File: src/omc_pkg.sv
// Purpose: shared constants and carriers for the module control and status logic
// Assumes: one 200 MHz core clock, two-wire slave decoded elsewhere into byte accesses
// Notes: identity values here are arbitrary
package omc_pkg;
  localparam logic [6:0] ID_DEV_ADDR = 7'h50;
  localparam logic [6:0] DIAG_DEV_ADDR = 7'h51;
  localparam logic [7:0] CTRL_STATUS_OFS = 8'h6E;
  localparam int SOFT_OFF_BIT = 6;
  localparam int PIN_OFF_BIT = 7;
  localparam int FAULT_BIT = 2;
  localparam int LOS_BIT = 1;
  localparam logic [7:0] CTRL_STATUS_WMASK = 8'h40;
  localparam logic SOFT_OFF_RST = 1'b0;
  localparam logic [7:0] ID_FILL = 8'h00;
  localparam int MON_BIAS_OFS = 96;
  localparam int MON_WORDS = 5;

  typedef struct packed {
    logic sel_diag;
    logic wr;
    logic [7:0] addr;
    logic [7:0] wdata;
  } omc_req_s;

  typedef struct packed {
    logic [15:0] bias;
    logic [15:0] txpwr;
    logic [15:0] vcc;
    logic [15:0] temp;
    logic [15:0] rxpwr;
  } omc_mon_s;
endpackage

File: src/omc_ctrl.sv
// Purpose: control, status and memory answer logic of the pluggable optical module
// Assumes: byte accesses come pre-decoded from the two-wire slave on core_clk
// Notes: pins from the host pass two flip-flops before use
`timescale 1ns/100ps
module omc_ctrl (
  // clock and reset
  input wire logic core_clk,
  input wire logic rst_n,
  // host pins, pull-up modeled as pin default
  input wire logic tx_off_pin,
  output logic tx_fault_o,
  output logic tx_fault_oe,
  output logic receive_signal_lost,
  // analog side
  input wire logic power_low,
  input wire logic power_high,
  input wire logic rx_signal_absent,
  input wire omc_pkg::omc_mon_s mon_in,
  output logic laser_en,
  // decoded two-wire byte access
  input wire logic req_valid,
  input wire omc_pkg::omc_req_s req,
  output logic rsp_valid,
  output logic [7:0] rsp_data
);
  logic [1:0] pin_sync_r;
  logic [1:0] pl_sync_r;
  logic [1:0] ph_sync_r;
  logic [1:0] los_sync_r;
  logic pin_prev_r;
  logic soft_off_r;
  logic fault_r;
  logic los_r;
  omc_pkg::omc_mon_s mon_r;
  logic [7:0] diag_mem [0:255];
  logic pin_off;
  logic tx_off;
  logic pin_toggle;
  logic fault_evt;
  logic [7:0] ctrl_byte;

  function automatic logic [7:0] mon_byte(input omc_pkg::omc_mon_s m, input logic [7:0] a);
    logic [7:0] r;
    logic [7:0] k;
    r = 8'h00;
    k = a - 8'(omc_pkg::MON_BIAS_OFS);
    case (k)
      8'h00: r = m.temp[15:8];
      8'h01: r = m.temp[7:0];
      8'h02: r = m.vcc[15:8];
      8'h03: r = m.vcc[7:0];
      8'h04: r = m.bias[15:8];
      8'h05: r = m.bias[7:0];
      8'h06: r = m.txpwr[15:8];
      8'h07: r = m.txpwr[7:0];
      8'h08: r = m.rxpwr[15:8];
      8'h09: r = m.rxpwr[7:0];
      default: r = 8'h00;
    endcase
    return r;
  endfunction

  // one decode of the control byte, shared by write, read and memory paths
  function automatic logic hits_ctrl(input omc_pkg::omc_req_s q);
    return q.sel_diag && (q.addr == omc_pkg::CTRL_STATUS_OFS);
  endfunction

  // reset forces pin synchronisers high: pull-up view until sampled
  always_ff @(posedge core_clk or negedge rst_n) begin
    if (!rst_n) begin
      pin_sync_r <= 2'h3;
      pin_prev_r <= 1'b1;
    end else begin
      pin_sync_r <= {pin_sync_r[0], tx_off_pin};
      pin_prev_r <= pin_sync_r[1];
    end
  end

  always_ff @(posedge core_clk or negedge rst_n) begin
    if (!rst_n) begin
      pl_sync_r <= 2'h0;
      ph_sync_r <= 2'h0;
      los_sync_r <= 2'h0;
    end else begin
      pl_sync_r <= {pl_sync_r[0], power_low};
      ph_sync_r <= {ph_sync_r[0], power_high};
      los_sync_r <= {los_sync_r[0], rx_signal_absent};
    end
  end

  assign pin_off = pin_sync_r[1];
  // a low-to-high-to-low cycle; the falling edge re-enables, so clear on it
  assign pin_toggle = pin_prev_r & ~pin_off;
  assign fault_evt = pl_sync_r[1] | ph_sync_r[1];
  assign tx_off = pin_off | soft_off_r;

  // soft disable bit, only written by the two-wire master
  always_ff @(posedge core_clk or negedge rst_n) begin
    if (!rst_n) begin
      soft_off_r <= omc_pkg::SOFT_OFF_RST;
    end else if (req_valid && req.wr && hits_ctrl(req)) begin
      soft_off_r <= req.wdata[omc_pkg::SOFT_OFF_BIT];
    end
  end

  // fault latch; a new fault wins over a simultaneous toggle clear
  always_ff @(posedge core_clk or negedge rst_n) begin
    if (!rst_n) begin
      fault_r <= 1'b0;
    end else if (fault_evt && !tx_off) begin
      fault_r <= 1'b1;
    end else if (pin_toggle) begin
      fault_r <= 1'b0;
    end
  end

  always_ff @(posedge core_clk or negedge rst_n) begin
    if (!rst_n) begin
      los_r <= 1'b0;
    end else begin
      los_r <= los_sync_r[1];
    end
  end

  // monitor snapshot each cycle keeps readings current
  always_ff @(posedge core_clk or negedge rst_n) begin
    if (!rst_n) begin
      mon_r <= '0;
    end else begin
      mon_r <= mon_in;
    end
  end

  // diagnostic memory has no fixed content; loaded by diagnostic writes other than the control byte
  always_ff @(posedge core_clk) begin
    if (req_valid && req.wr && req.sel_diag && !hits_ctrl(req)) begin
      diag_mem[req.addr] <= req.wdata;
    end
  end

  assign laser_en = ~tx_off & ~fault_r;
  assign tx_fault_o = 1'b0;
  // open drain: drive low only when healthy, host pull-up gives high on fault
  assign tx_fault_oe = ~fault_r;
  assign receive_signal_lost = los_r;

  always_comb begin
    ctrl_byte = 8'h00;
    ctrl_byte[omc_pkg::PIN_OFF_BIT] = pin_off;
    ctrl_byte[omc_pkg::SOFT_OFF_BIT] = soft_off_r;
    ctrl_byte[omc_pkg::FAULT_BIT] = fault_r;
    ctrl_byte[omc_pkg::LOS_BIT] = los_r;
  end

  // read path: registered mux, nothing changes on a read
  always_ff @(posedge core_clk or negedge rst_n) begin
    if (!rst_n) begin
      rsp_valid <= 1'b0;
      rsp_data <= 8'h00;
    end else begin
      rsp_valid <= req_valid & ~req.wr;
      if (req_valid && !req.wr) begin
        if (!req.sel_diag) begin
          // identification contents lie outside this block; a fixed fill answers
          rsp_data <= omc_pkg::ID_FILL;
        end else if (hits_ctrl(req)) begin
          rsp_data <= ctrl_byte;
        end else if (req.addr >= 8'(omc_pkg::MON_BIAS_OFS)
                     && req.addr < 8'(omc_pkg::MON_BIAS_OFS + 2 * omc_pkg::MON_WORDS)) begin
          rsp_data <= mon_byte(mon_r, req.addr);
        end else begin
          rsp_data <= diag_mem[req.addr];
        end
      end
    end
  end
endmodule

File: config.mk
export PLATFORM = sky130hd
export DESIGN_NAME = omc_ctrl
export DESIGN_NICKNAME = d
export VERILOG_FILES = /design/src/omc_pkg.sv /design/src/omc_ctrl.sv
export SDC_FILE = /design/constraint.sdc
export NUM_CORES = 2
export LEC_CHECK = 0
export BUFFER_PORTS_ARGS = -buffer_cell sky130_fd_sc_hd__buf_2
export CORE_MARGIN = 2
export CORE_UTILIZATION = 47
export CTS_CLUSTER_SIZE = 8
export DETAILED_ROUTE_END_ITERATION = 10
export HOLD_SLACK_MARGIN = 0.1
export PLACE_DENSITY_LB_ADDON = 0.25
export REMOVE_ABC_BUFFERS = 1
export SLEW_MARGIN = 5
export SYNTH_ARGS = -nofsm -noshare
export SYNTH_HDL_FRONTEND = slang
export SYNTH_SLANG_ARGS = --single-unit
File: constraint.sdc
create_clock -name core_clk -period 3.5 [get_ports core_clk]
set_input_delay 0.175 -clock core_clk [delete_from_list [all_inputs] [get_ports core_clk]]
set_output_delay 0.175 -clock core_clk [all_outputs]
set_load 0.005 [all_outputs]
==> flow_summary.ini <==
[status]
status = complete, but fails checks
violations = negative setup slack

[placed_design]
gp_congestion = 0.9558
hpwl_mm = 152.5
dp_worst_setup_slack_ns = -0.2651
portBuffers = 116

[synth]
synth_top_family_by_area = multiplexers
ys_ff_latch = 2149
ys_warn_count = 0
synthMuxAreaShare_pct = 15.49
synth-simple-area-share_pct = 2.986
synth-adder-area-share_pct = 0.01501
synthTopCellsByArea = edfxtp_1 74%, mux4_2 13%, dfrtp_1 2.9%
synth_top_area_share_pct = 73.79
ys_async_sr_fraction_pct = 4.700
synth-edff-count = 2048
synth_seq_area_share_pct = 76.83
yosysTopAreaCell = edfxtp_1
ys.flop_type = edfxtp_1
syn_area_mm2 = 0.08334
synth-xor-area-share_pct = 0.01051
synth_cell_type_count = 77
syn_area_per_cell_um2 = 21.22
synth_compound_area_share_pct = 2.770
synthCells = 3928

[layout]
seqCellArea_mm2 = 0.06403
nNetsFinal = 4791
drive_above_1_share_pct = 28.27
fill_cells = 12960
multi_input_area_mm2 = 0.01782
area_delta_synth_final_pct = 19.34

[timing]
fin_crit_sh_pct = 100.5
final-setup-viol-count = 1
worstMarginPinSlew_ns = 1.384
fin_ws_ns = -0.01786
finalHoldViolations = 0
finalCriticalPeriod_ns = 3.518
relSlewSlack_pct = 7.397
drv_slew = 0
rsz0062_at_grt = false
fmax_mhz = 284.3
tns_ns = -0.01786
skew_ns = 0.09748

[route]
via_count = 45140
drc = 0
wirelength_mm = 245.7
ant_nets = 0
first_pass_iters = 6
vias_per_cell = 6.349
wl_per_cell_um = 34.55
drt_iter0_drc = 6677

[power_and_ir_drop]
leakagePower_nw = 32.57
irDropWorstVdd_v = 0.0004608
power_density_mw_per_mm2 = 585.9

[critical_path]
worst-r2r-setup-slack_ns = -0.02
start_kind = flop
cp.arrival_ns = 4.35
critPathRequiredTime_ns = 4.34
endpoint_kind = flop
worst-setup-path-type = flop to flop
crit_path_max_fanout = 1

[die]
fp.dieH_um = 425.1
start_util_pct = 47.32
die_area_mm2 = 0.1807
num_rows = 154
core-area_mm2 = 0.1761
fp.dieW_um = 425.1
io_pins = 118

[global_route]
grt-busiest-layer = met2
grt_max_degree = 150
grtUsageMet1_pct = 37.71
grt_use_met3_pct = 6.563
use_met2_pct = 41.90
grt_pass1_vias = 45100
grt_pass1_wl_mm = 345.3
overflow = 0
antenna_found_initial = 8
grt_use_total_pct = 27.27

[clock_network]
cts_tree = done
cts_buffers = 318
clock_sinks = 2149
root_buffer = clkbuf_16
cts_max_path_buffers = 4
cts_htree_levels = 5
path_clk_slew_ns = 0.05
worstSkewPairLatency_ns = 0.95

[job]
maxCapViolations = 0

[min_path]
hold_path_class = input pin to flop
==> worst paths after layout <==
kind | startpoint | to | cells past startpoint
setup / recovery | diag_mem[10][6] | rsp_data[6] | 8
hold / removal | req[10] | rsp_data[4] | 5
setup reg to reg | diag_mem[10][6] | rsp_data[6] | 8
hold reg to reg | los_sync_r[0] | los_sync_r[1] | 0
max in group asynchronous | rst_n | pin_prev_r | 4
min in group asynchronous | rst_n | mon_r[14] | 4
==> cell type report <==
type | count | share of cell area, %
sequential | 2149 | 64.38
multi-input combinational | 1536 | 17.92
clock buffer | 393 | 8.412
timing repair buffer | 674 | 6.219
tap | 2340 | 2.944
clock inverter | 7 | 0.09057
inverter | 6 | 0.02768
antenna | 5 | 0.01258
==> through the flow <==
stage / power [mW] / hold slack [ns] / instances / area (µm²) / util [%]
finish: 58.28 / 0.2688 / 7110 / 99460 / 56.48
global route: 59.65 / 0.2251 / 7106 / 99450 / 56.47
CTS: 58.40 / 0.1346 / 7105 / 99450 / 56.47
detailed placement: 31.76 / 0.2755 / 6518 / 89100 / 50.59
global placement: 31.73 / 0.2662 / 6518 / 89100 / 50.59
floorplan: 29.81 / -0.1206 / 3691 / 81820 / -
==> flip-flops by register name (all words and copies together), names as in the netlist, 2 cells and up <==
signal / count
ph_sync_r: 2
los_sync_r: 2
pl_sync_r: 2
pin_sync_r: 2
diag_mem: 2048
mon_r: 80
rsp_data: 8
==> per-layer routing <==
layer / wire (µm) / vias up / part of all wire, %
met5: 40 / - / 0.016
met4: 11340 / 6 / 4.6
met3: 26520 / 608 / 11
met2: 113900 / 2783 / 46
met1: 93850 / 23940 / 38
li1: - / 17800 / -
==> placed cells by master (no fill, tap or decap), types with 27 or more instances in the layout <==
cell,count
edfxtp_1,2048
mux4_2,483
clkbuf_16,324
nor2_1,314
buf_4,306
dlygate4sd3_1,186
mux2i_1,126
buf_2,103
dfrtp_1,98
nand2_1,93
a22oi_1,85
clkbuf_1,69
buf_12,66
a21oi_1,42
nand3_1,28
o21ai_0,28
nor3_1,27
==> synthesized netlist by cell type (5+ instances only) <==
library cell	instances
edfxtp_1	2048
mux4_2	483
nor2_1	317
mux2i_1	126
nand2_1	100
dfrtp_1	98
buf_2	90
a22oi_1	85
clkbuf_1	64
a21oi_1	42
buf_4	39
buf_6	32
nand3_1	28
nor3_1	28
o21ai_0	28
mux4_1	26
a32oi_1	21
a22o_1	20
o22ai_1	19
a221oi_1	17
and2_1	13
nand4_1	12
nor2b_1	12
o211ai_1	11
buf_1	10
a2111oi_0	9
nand2b_1	9
nor4_1	9
a31oi_1	8
mux2_2	8
o221ai_1	7
a211oi_1	6
or4_1	6
and3_1	5
buf_12	5
buf_8	5
o2111ai_1	5
o32ai_1	5
or3_1	5
==> cell families after synthesis <==
logic type      count (synthesis)
compound gates                316
xor+xnor                        1
fa+ha+maj                       1
buf+inv                       251
flops                        2149
mux                           643
other cells                     1
simple gates                  566
==> where the power goes <==
group	switching (mW)	leakage [nW]	internal, mW	total [mW]
sequential	0.0686	19.6	28.3	28.4
clock	10.3	4.12	16.4	26.7
combinational	1.95	8.86	1.22	3.17
total	12.3	32.6	46.0	58.3
==> worst max-delay path, cell delays in order (launching register included) <==
cell and delay [ns]:
edfxtp_1 0.38, mux4_2 0.49, a22o_1 0.26, a221oi_1 0.37, o22ai_1 0.29, o32ai_1 0.75
nor4_1 0.18, a2bb2oi_1 0.18, dlygate4sd3_1 0.56
==> timing repair <==
| item | CTS | global route |
|---|---|---|
| gates resized for setup | 0 | 0 |
| endpoints found under the hold margin | 795 | 0 |
| hold buffers | 187 | 0 |
| buffers inserted | 0 | 0 |
| endpoints found under the setup margin | 0 | 0 |
No activity file was read; power rests on OpenSTA's default activity.
